--- config.mk ---
export PLATFORM = sky130hd
export DESIGN_NAME = pif_irq_regs
export DESIGN_NICKNAME = d
export VERILOG_FILES = /design/src/pif_irq_regs_dummy_guard.v /design/src/pif_wb_slave.v /design/src/pif_irq_regs.v
export VERILOG_INCLUDE_DIRS = /design/src
export SDC_FILE = /design/constraint.sdc
export NUM_CORES = 1
export LEC_CHECK = 0
export BUFFER_PORTS_ARGS = -buffer_cell sky130_fd_sc_hd__buf_4
export CAP_MARGIN = 20
export CORE_MARGIN = 2
export CORE_UTILIZATION = 35
export CTS_CLUSTER_SIZE = 20
export DETAILED_ROUTE_END_ITERATION = 16
export PLACE_DENSITY = 0.67
export SETUP_SLACK_MARGIN = 0.1
export SLEW_MARGIN = 20
export SYNTH_ARGS = -nofsm -noshare
export SYNTH_HDL_FRONTEND = slang
export SYNTH_SLANG_ARGS = --single-unit
--- constraint.sdc ---
create_clock -name mclk_in -period 2.3 [get_ports mclk_in]
set_clock_uncertainty 0.15 [all_clocks]
set_input_delay 0.115 -clock mclk_in [delete_from_list [all_inputs] [get_ports mclk_in]]
set_output_delay 0.115 -clock mclk_in [all_outputs]
set_load 0.1 [all_outputs]
--- src/pif_map.vh ---
/*
 * Register map, field positions and reset values of the peripheral
 * interrupt enable/flag block.
 * Assumes a 32-bit classic Wishbone bus with byte addresses.
 */
`ifndef PIF_MAP_VH
`define PIF_MAP_VH

// ----------------------------------------------------------------------
// Register offsets (byte addresses)
// ----------------------------------------------------------------------
`define PIF_OFS_ENABLE2      8'h00
`define PIF_OFS_FLAG1        8'h04
`define PIF_OFS_CONTROL      8'h08
`define PIF_OFS_EVT_STATUS   8'h0C
`define PIF_OFS_EVT_MASK     8'h10

// ----------------------------------------------------------------------
// Enable group 2 fields
// ----------------------------------------------------------------------
`define PIF_EN2_DESAT        7
`define PIF_EN2_CONVERTER    6
`define PIF_EN2_UNUSED       5
`define PIF_EN2_OVERTEMP     4
`define PIF_EN2_OUT_OVERVOLT 3
`define PIF_EN2_GATE_UNDERV  2
`define PIF_EN2_IN_OVERVOLT  1
`define PIF_EN2_IN_UNDERVOLT 0
`define PIF_EN2_WMASK        8'hDF

// ----------------------------------------------------------------------
// Flag group 1 fields
// ----------------------------------------------------------------------
`define PIF_FL1_BUS_COLL     5
`define PIF_FL1_SERIAL       4
`define PIF_FL1_CAPCMP2      3
`define PIF_FL1_CAPCMP1      2
`define PIF_FL1_T2_MATCH     1
`define PIF_FL1_T1_ROLL      0
`define PIF_FL1_NBITS        6

// ----------------------------------------------------------------------
// Control register fields
// ----------------------------------------------------------------------
`define PIF_CTL_GLOBAL_EN    7
`define PIF_CTL_PERIPH_EN    6

// ----------------------------------------------------------------------
// Reset values
// ----------------------------------------------------------------------
`define PIF_RST_BYTE         8'h00
`define PIF_RST_FLAGS        6'h00
`define PIF_RST_WORD         32'h0000_0000

`endif

--- src/pif_irq_regs_dummy_guard.v ---
/*
 * Intentionally empty companion; holds no logic.
 * Assumes nothing.
 */

--- src/pif_wb_slave.v ---
/*
 * Classic Wishbone slave handshake for the peripheral interrupt block.
 * Assumes a single-cycle classic master that holds its request until ack.
 */
module pif_wb_slave (
    input  wire        mclk_in,
    input  wire        rstn_in,
    input  wire        wb_cyc_in,
    input  wire        wb_stb_in,
    input  wire        wb_we_in,
    input  wire        wb_sel0_in,
    output wire        access_out,
    output wire        write_out,
    output reg         wb_ack_out
);

    // ------------------------------------------------------------------
    // Handshake
    // ------------------------------------------------------------------
    // First cycle of a request, used to latch read data
    assign access_out = wb_cyc_in & wb_stb_in & ~wb_ack_out;
    // Write lands on the edge where the master samples ack
    assign write_out  = wb_cyc_in & wb_stb_in & wb_we_in & wb_sel0_in & wb_ack_out;

    always @(posedge mclk_in or negedge rstn_in) begin
        if (!rstn_in) begin
            wb_ack_out <= 1'b0;
        end else begin
            wb_ack_out <= access_out;
        end
    end

endmodule // pif_wb_slave

--- src/pif_irq_regs.v ---
/*
 * Peripheral interrupt enable group 2 and flag group 1 registers, with
 * control bits, event status/mask and interrupt request generation.
 * Assumes event inputs are synchronous one-cycle pulses or levels on
 * mclk_in, and a classic Wishbone master.
 */
// Our own choices: the Wishbone interface to the registers and the address map.
// How it works
// - Enable group 2 holds desat, converter, unused, overtemp, out-overvolt, gate-undervolt, in-overvolt and in-undervolt from bit 7 down.
// - Each implemented enable bit is read/write, one permits its interrupt, and it resets to zero.
// - Bit 5 of the enable register and bits 7 and 6 of the flag register always read zero.
// - A flag is set by its event whatever the enable bits and global enables hold.
// - Flag group 1 holds bus collision, serial port, capcmp 2, capcmp 1, timer two match and timer one rollover from bit 5 down.
// - The timer two flag sets when the count reaches the period and stays set until software writes zero.
// - The timer one flag sets on rollover and stays set until software clears it.
// - A capcmp flag sets on capture or compare, and all flags are read/write and reset to zero.
// - No peripheral interrupt reaches the core while the peripheral enable is clear.
// - The global enable passes unmasked interrupts to core_irq_out when set and periph_en_q is set, blocks them all when clear; irq_out does not depend on it.
`include "pif_map.vh"

module pif_irq_regs (
    input  wire        mclk_in,
    input  wire        rstn_in,
    // Wishbone slave
    input  wire        wb_cyc_in,
    input  wire        wb_stb_in,
    input  wire        wb_we_in,
    input  wire [7:0]  wb_adr_in,
    input  wire [3:0]  wb_sel_in,
    input  wire [31:0] wb_dat_in,
    output wire        wb_ack_out,
    output reg  [31:0] wb_dat_out,
    // Peripheral events
    input  wire        bus_collision_evt_in,
    input  wire        serial_port_evt_in,
    input  wire        capcmp_unit2_capture_in,
    input  wire        capcmp_unit2_compare_in,
    input  wire        capcmp_unit1_capture_in,
    input  wire        capcmp_unit1_compare_in,
    input  wire [7:0]  timer_two_count_in,
    input  wire [7:0]  timer_two_period_in,
    input  wire        timer_one_rollover_in,
    // Rest of the controller
    input  wire [7:0]  flag_group2_in,
    input  wire [7:0]  enable_group1_in,
    // Outputs
    output reg  [7:0]  enable_group2_out,
    output reg  [7:0]  flag_group1_out,
    output reg         global_irq_en_out,
    output reg         peripheral_irq_global_en_out,
    output reg         core_irq_out,
    output reg         irq_out
);

    // ------------------------------------------------------------------
    // Bus slave
    // ------------------------------------------------------------------
    wire        access;
    wire        write;

    pif_wb_slave u_slave (
        .mclk_in    (mclk_in),
        .rstn_in    (rstn_in),
        .wb_cyc_in  (wb_cyc_in),
        .wb_stb_in  (wb_stb_in),
        .wb_we_in   (wb_we_in),
        .wb_sel0_in (wb_sel_in[0]),
        .access_out (access),
        .write_out  (write),
        .wb_ack_out (wb_ack_out)
    );

    // Word offsets, compared on address bits 7:2 only
    localparam [7:0] OFS_EN2    = `PIF_OFS_ENABLE2;
    localparam [7:0] OFS_FL1    = `PIF_OFS_FLAG1;
    localparam [7:0] OFS_CTL    = `PIF_OFS_CONTROL;
    localparam [7:0] OFS_STATUS = `PIF_OFS_EVT_STATUS;
    localparam [7:0] OFS_MASK   = `PIF_OFS_EVT_MASK;

    wire        wr_enable2;
    wire        wr_flag1;
    wire        wr_control;
    wire        wr_status;
    wire        wr_mask;

    assign wr_enable2 = write & (wb_adr_in[7:2] == OFS_EN2[7:2]);
    assign wr_flag1   = write & (wb_adr_in[7:2] == OFS_FL1[7:2]);
    assign wr_control = write & (wb_adr_in[7:2] == OFS_CTL[7:2]);
    assign wr_status  = write & (wb_adr_in[7:2] == OFS_STATUS[7:2]);
    assign wr_mask    = write & (wb_adr_in[7:2] == OFS_MASK[7:2]);

    // ------------------------------------------------------------------
    // Event detection
    // ------------------------------------------------------------------
    reg         t2_equal_q;
    wire        t2_equal;
    wire        t2_match;
    wire [5:0]  evt;

    assign t2_equal = (timer_two_count_in == timer_two_period_in);
    // Only the arrival at the period counts, not the time spent there
    assign t2_match = t2_equal & ~t2_equal_q;

    always @(posedge mclk_in or negedge rstn_in) begin
        if (!rstn_in) begin
            t2_equal_q <= 1'b0;
        end else begin
            t2_equal_q <= t2_equal;
        end
    end

    assign evt[`PIF_FL1_BUS_COLL] = bus_collision_evt_in;
    assign evt[`PIF_FL1_SERIAL]   = serial_port_evt_in;
    assign evt[`PIF_FL1_CAPCMP2]  = capcmp_unit2_capture_in | capcmp_unit2_compare_in;
    assign evt[`PIF_FL1_CAPCMP1]  = capcmp_unit1_capture_in | capcmp_unit1_compare_in;
    assign evt[`PIF_FL1_T2_MATCH] = t2_match;
    assign evt[`PIF_FL1_T1_ROLL]  = timer_one_rollover_in;

    // ------------------------------------------------------------------
    // Flag group 1 and event status, one slice per bit
    // ------------------------------------------------------------------
    reg  [5:0]  flag_q;
    reg  [5:0]  status_q;
    reg  [5:0]  mask_q;

    genvar i;
    generate
        for (i = 0; i < `PIF_FL1_NBITS; i = i + 1) begin : g_flag
            // Event set wins over a software write in the same cycle
            always @(posedge mclk_in or negedge rstn_in) begin
                if (!rstn_in) begin
                    flag_q[i] <= 1'b0;
                end else if (evt[i]) begin
                    flag_q[i] <= 1'b1;
                end else if (wr_flag1) begin
                    flag_q[i] <= wb_dat_in[i];
                end
            end

            // Sticky status, cleared by writing one
            always @(posedge mclk_in or negedge rstn_in) begin
                if (!rstn_in) begin
                    status_q[i] <= 1'b0;
                end else if (evt[i]) begin
                    status_q[i] <= 1'b1;
                end else if (wr_status & wb_dat_in[i]) begin
                    status_q[i] <= 1'b0;
                end
            end
        end
    endgenerate

    // ------------------------------------------------------------------
    // Enable group 2, control and mask registers
    // ------------------------------------------------------------------
    reg  [7:0]  enable2_q;
    reg         global_en_q;
    reg         periph_en_q;

    always @(posedge mclk_in or negedge rstn_in) begin
        if (!rstn_in) begin
            enable2_q   <= `PIF_RST_BYTE;
            global_en_q <= 1'b0;
            periph_en_q <= 1'b0;
            mask_q      <= `PIF_RST_FLAGS;
        end else begin
            if (wr_enable2) begin
                // Unused bit 5 never stores
                enable2_q <= wb_dat_in[7:0] & `PIF_EN2_WMASK;
            end
            if (wr_control) begin
                global_en_q <= wb_dat_in[`PIF_CTL_GLOBAL_EN];
                periph_en_q <= wb_dat_in[`PIF_CTL_PERIPH_EN];
            end
            if (wr_mask) begin
                mask_q <= wb_dat_in[5:0];
            end
        end
    end

    // ------------------------------------------------------------------
    // Read data
    // ------------------------------------------------------------------
    reg  [31:0] rdata;

    always @* begin
        rdata = `PIF_RST_WORD;
        case (wb_adr_in[7:2])
            OFS_EN2[7:2]: begin
                rdata[7:0] = enable2_q;
            end
            OFS_FL1[7:2]: begin
                rdata[7:0] = {2'b00, flag_q};
            end
            OFS_CTL[7:2]: begin
                rdata[`PIF_CTL_GLOBAL_EN] = global_en_q;
                rdata[`PIF_CTL_PERIPH_EN] = periph_en_q;
            end
            OFS_STATUS[7:2]: begin
                rdata[5:0] = status_q;
            end
            OFS_MASK[7:2]: begin
                rdata[5:0] = mask_q;
            end
            default: begin
                rdata = `PIF_RST_WORD;
            end
        endcase
    end

    always @(posedge mclk_in or negedge rstn_in) begin
        if (!rstn_in) begin
            wb_dat_out <= `PIF_RST_WORD;
        end else if (access) begin
            wb_dat_out <= rdata;
        end
    end

    // ------------------------------------------------------------------
    // Interrupt request generation
    // ------------------------------------------------------------------
    wire        pend_group1;
    wire        pend_group2;
    wire        core_irq_d;

    assign pend_group1 = |(flag_q & enable_group1_in[5:0]);
    assign pend_group2 = |(flag_group2_in & enable2_q);
    // Both enables must be set before any peripheral request passes
    assign core_irq_d  = global_en_q & periph_en_q & (pend_group1 | pend_group2);

    always @(posedge mclk_in or negedge rstn_in) begin
        if (!rstn_in) begin
            core_irq_out                 <= 1'b0;
            irq_out                      <= 1'b0;
            enable_group2_out            <= `PIF_RST_BYTE;
            flag_group1_out              <= `PIF_RST_BYTE;
            global_irq_en_out            <= 1'b0;
            peripheral_irq_global_en_out <= 1'b0;
        end else begin
            core_irq_out                 <= core_irq_d;
            irq_out                      <= |(status_q & mask_q);
            enable_group2_out            <= enable2_q;
            flag_group1_out              <= {2'b00, flag_q};
            global_irq_en_out            <= global_en_q;
            peripheral_irq_global_en_out <= periph_en_q;
        end
    end

endmodule // pif_irq_regs

==> impl_metrics.py <==
metrics = {
    "final_layout": {
        "fin_cells": 418,
        "antenna_cells": 0,
        "syn_to_final_growth_pct": 39.40,
        "nNetsFinal": 409,
        "stdcell_area_um2": 3520,
        "fin_util_pct": 51.24,
        "drive_above_1_share_pct": 36.34,
    },
    "drt": {
        "wl_per_cell_um": 14.56,
        "firstDrtPassIters": 4,
        "antenna_left": 0,
        "drt-total-wl_um": 6088,
        "drc": 0,
        "drt_iter0_drc": 97,
        "vias": 1972,
        "vias_per_cell": 4.718,
    },
    "critical_path": {
        "r2r_end": "status_q[3]",
        "r2r-start": "u_slave.wb_ack_out",
        "cp_num_buf_inv": 2,
        "cp_data_required_time_ns": 2.34,
        "cp_cell_sequence": "nand3_1 -> nor4_2 -> buf_4 -> and2_1 -> a31oi_1 -> dlygate4sd3_1",
        "crit_type": "reg2reg",
        "critPathMaxFanout": 5,
        "r2r_cells": 6,
        "crit_slowest_cell": "dlygate4sd3_1",
        "max_stage_delay_ns": 0.55,
        "cp_top_family": "buffers and inverters",
        "rrSetupSlack_ns": 0.32,
        "cp.arrival_ns": 2.03,
        "cp-end-kind": "register",
        "startpoint_type": "register",
    },
    "die": {
        "die_w_um": 88.94,
        "start_util_pct": 36.76,
        "num_rows": 30,
        "die_h_um": 88.94,
        "io_pins": 141,
        "die_area_um2": 7909,
        "core_area_um2": 6869,
    },
    "timing": {
        "rsz0062_at_grt": "no",
        "finalSetupViolations": 0,
        "hold_ws_ns": -0.02883,
        "worst_pin_slew_ns": 0.6574,
        "slew_headroom_pct": 56.17,
        "fin_crit_ns": 1.984,
        "finalMaxSlewViolations": 0,
        "min_period_over_period_pct": 86.26,
        "finalHoldViolations": 1,
        "fin_setup_tns_ns": 0,
        "max_freq_mhz": 504.0,
    },
    "clocking": {
        "cts_tree": "done",
        "cts-root-buf": "clkbuf_8",
        "clk_latency_ns": 0.31,
        "numCtsBuffers": 5,
        "cts_buffer_depth": 2,
        "cts_sinks": 54,
        "clk_pin_slew_ns": 0.09,
        "cts-resized-gates": 0,
        "htreeDepth": 2,
    },
    "logic_synthesis": {
        "async_flop_share_pct": 100.0,
        "ys_top_cells_by_area": "dfrtp_1 54%, buf_4 8.0%, mux2_2 6.7%",
        "syn_area_um2": 2525,
        "synth_edf_count": 0,
        "synth_compound_area_share_pct": 11.05,
        "synth_commonest_cells": "54 x dfrtp_1, 27 x buf_4, 15 x mux2_2",
        "synth_fa_ha_area_share_pct": 0,
        "synth_top_family_by_area": "simple AND/OR/NAND/NOR gates",
        "synthSimpleGateAreaFrac_pct": 11.84,
        "synth_cell_types": 40,
        "ys.warnings.count": 0,
        "synth_top_area_share_pct": 53.52,
        "synth-xor-area-share_pct": 2.775,
        "synth.mux.area_fraction_pct": 11.45,
        "synth_seq_area_share_pct": 53.52,
        "synth_ff_type": "dfrtp_1",
        "yosysTopAreaCell": "dfrtp_1",
        "synth-seq-cells": 54,
        "synthMostInstantiatedCell": "dfrtp_1",
        "synth_cells": 208,
        "syn_avg_cell_area_um2": 12.14,
    },
    "min_path": {
        "worstHoldPathCells": 4,
        "min_path_type": "in2reg",
        "min_to": "t2_equal_q",
        "worst_hold_startpoint": "timer_two_count_in[6]",
    },
    "outcome": {
        "failed_checks": "negative hold slack",
        "status": "finished with violations",
    },
    "global_route": {
        "grt_max_degree": 55,
        "grt_pass1_vias": 1937,
        "grt-ovfl-total": 0,
        "grt_antenna_before_repair": 0,
        "grt_usage_pct": 15.71,
        "grt_pass1_wl_um": 9439,
    },
    "pwr": {
        "p_leak_nw": 1.661,
        "powerDensity_nw_per_um2": 583.8,
        "max-vdd-ir-drop_uv": 322.2,
    },
    "job": {
        "maxCapViolCount": 0,
    },
    "placed_design": {
        "io_buffer_count": 81,
        "placed_cells": 381,
        "dpl.hpwl_um": 4201,
        "placed_cell_area_um2": 3138,
        "place.gp.congestion": 0.8418,
    },
}
-- cell type report --
type	count	area [µm²]
timing repair buffer	112	913.4
inverter	1	3.754
clock buffer	7	86.33
multi-input combinational	147	1039
clock inverter	1	5.005
sequential	54	1353
fill	649	3349
tap	96	120.1
-- power breakdown --
group / leakage (nW) / total (mW) / internal, mW / switching, mW
registers: 0.667 / 0.990 / 0.973 / 0.0172
clock network: 0.0482 / 0.536 / 0.243 / 0.292
logic: 0.945 / 0.529 / 0.147 / 0.382
total: 1.66 / 2.05 / 1.36 / 0.692
-- tightest hold or removal path: cells and delay by family --
kind / cells / cell delay (ns)
xor gates and xnor gates: 1 / 0.05
buffers and inverters: 1 / 0.08
and+or+nand+nor: 2 / 0.14
-- through the flow --
| stage | setup WS (ns) | total power, mW |
|---|---|---|
| final | 0.3160 | 2.055 |
| after global routing | 0.2010 | 2.140 |
| after CTS | 0.1634 | 2.077 |
| after detailed placement | 0.4372 | 1.505 |
| after global placement | 0.4502 | 1.502 |
| after floorplan | 0.2702 | 1.401 |
-- layout by cell type, fill, tap and decap left out, types with 2 or more instances in the layout --
| master | count |
|---|---|
| nand2_1 | 8 |
| nor2b_1 | 5 |
| a22oi_1 | 5 |
| nand4_1 | 2 |
| mux2i_1 | 12 |
| a31oi_1 | 3 |
| a21o_1 | 4 |
| xnor2_1 | 8 |
| or2_2 | 2 |
| dfrtp_1 | 53 |
| nor3_1 | 4 |
| clkbuf_8 | 6 |
| buf_4 | 83 |
| nand3_1 | 7 |
| a221oi_1 | 4 |
| o21ai_0 | 2 |
| conb_1 | 27 |
| a211o_1 | 3 |
| o22ai_1 | 5 |
| dlygate4sd3_1 | 29 |
| a22o_1 | 7 |
| mux2_2 | 15 |
| nor2_1 | 9 |
-- worst max path at each step --
stage                     startpoint            to  cells after the start
2_1_floorplan     u_slave.wb_ack_out     flag_q[0]                      4
3_3_place_gp            wb_adr_in[7]     mask_q[0]                      5
3_5_place_dp            wb_adr_in[7]  enable2_q[6]                      5
4_1_cts        timer_two_count_in[3]    t2_equal_q                      7
5_1_grt           u_slave.wb_ack_out   status_q[3]                      6
6_report          u_slave.wb_ack_out   status_q[3]                      6
-- state kept, by name, indices dropped and copies added, names as in the netlist --
register                      cells
flag_group1_out                   6
enable2_q                         7
t2_equal_q                        1
flag_q                            6
global_en_q                       1
periph_en_q                       1
peripheral_irq_global_en_out      1
enable_group2_out                 7
u_slave.wb_ack_out                1
wb_dat_out                        8
global_irq_en_out                 1
mask_q                            6
status_q                          6
irq_out                           1
core_irq_out                      1
-- per-layer routing --
layer	GRT usage (%)	wire (µm)	share of wire, %	vias up
met5	0	0	0	-
met4	3.256	53	0.87	0
met3	4.063	505	8.3	6
met2	27.34	3004	49	92
met1	19.88	2524	41	951
li1	-	-	-	923
-- logic make-up after synthesis --
logic type / after synthesis
simple gates: 49
xor+xnor: 8
mux: 27
flops: 54
other cells: 1
compound gates: 36
buf+inv: 33
-- timing repair --
item	4_1_cts	5_1_grt
setup buffers	0	0
endpoints found under the setup margin	0	1
endpoints found under the hold margin	83	0
hold buffers	31	0
Note: power is estimated with default switching activity, not from simulation.
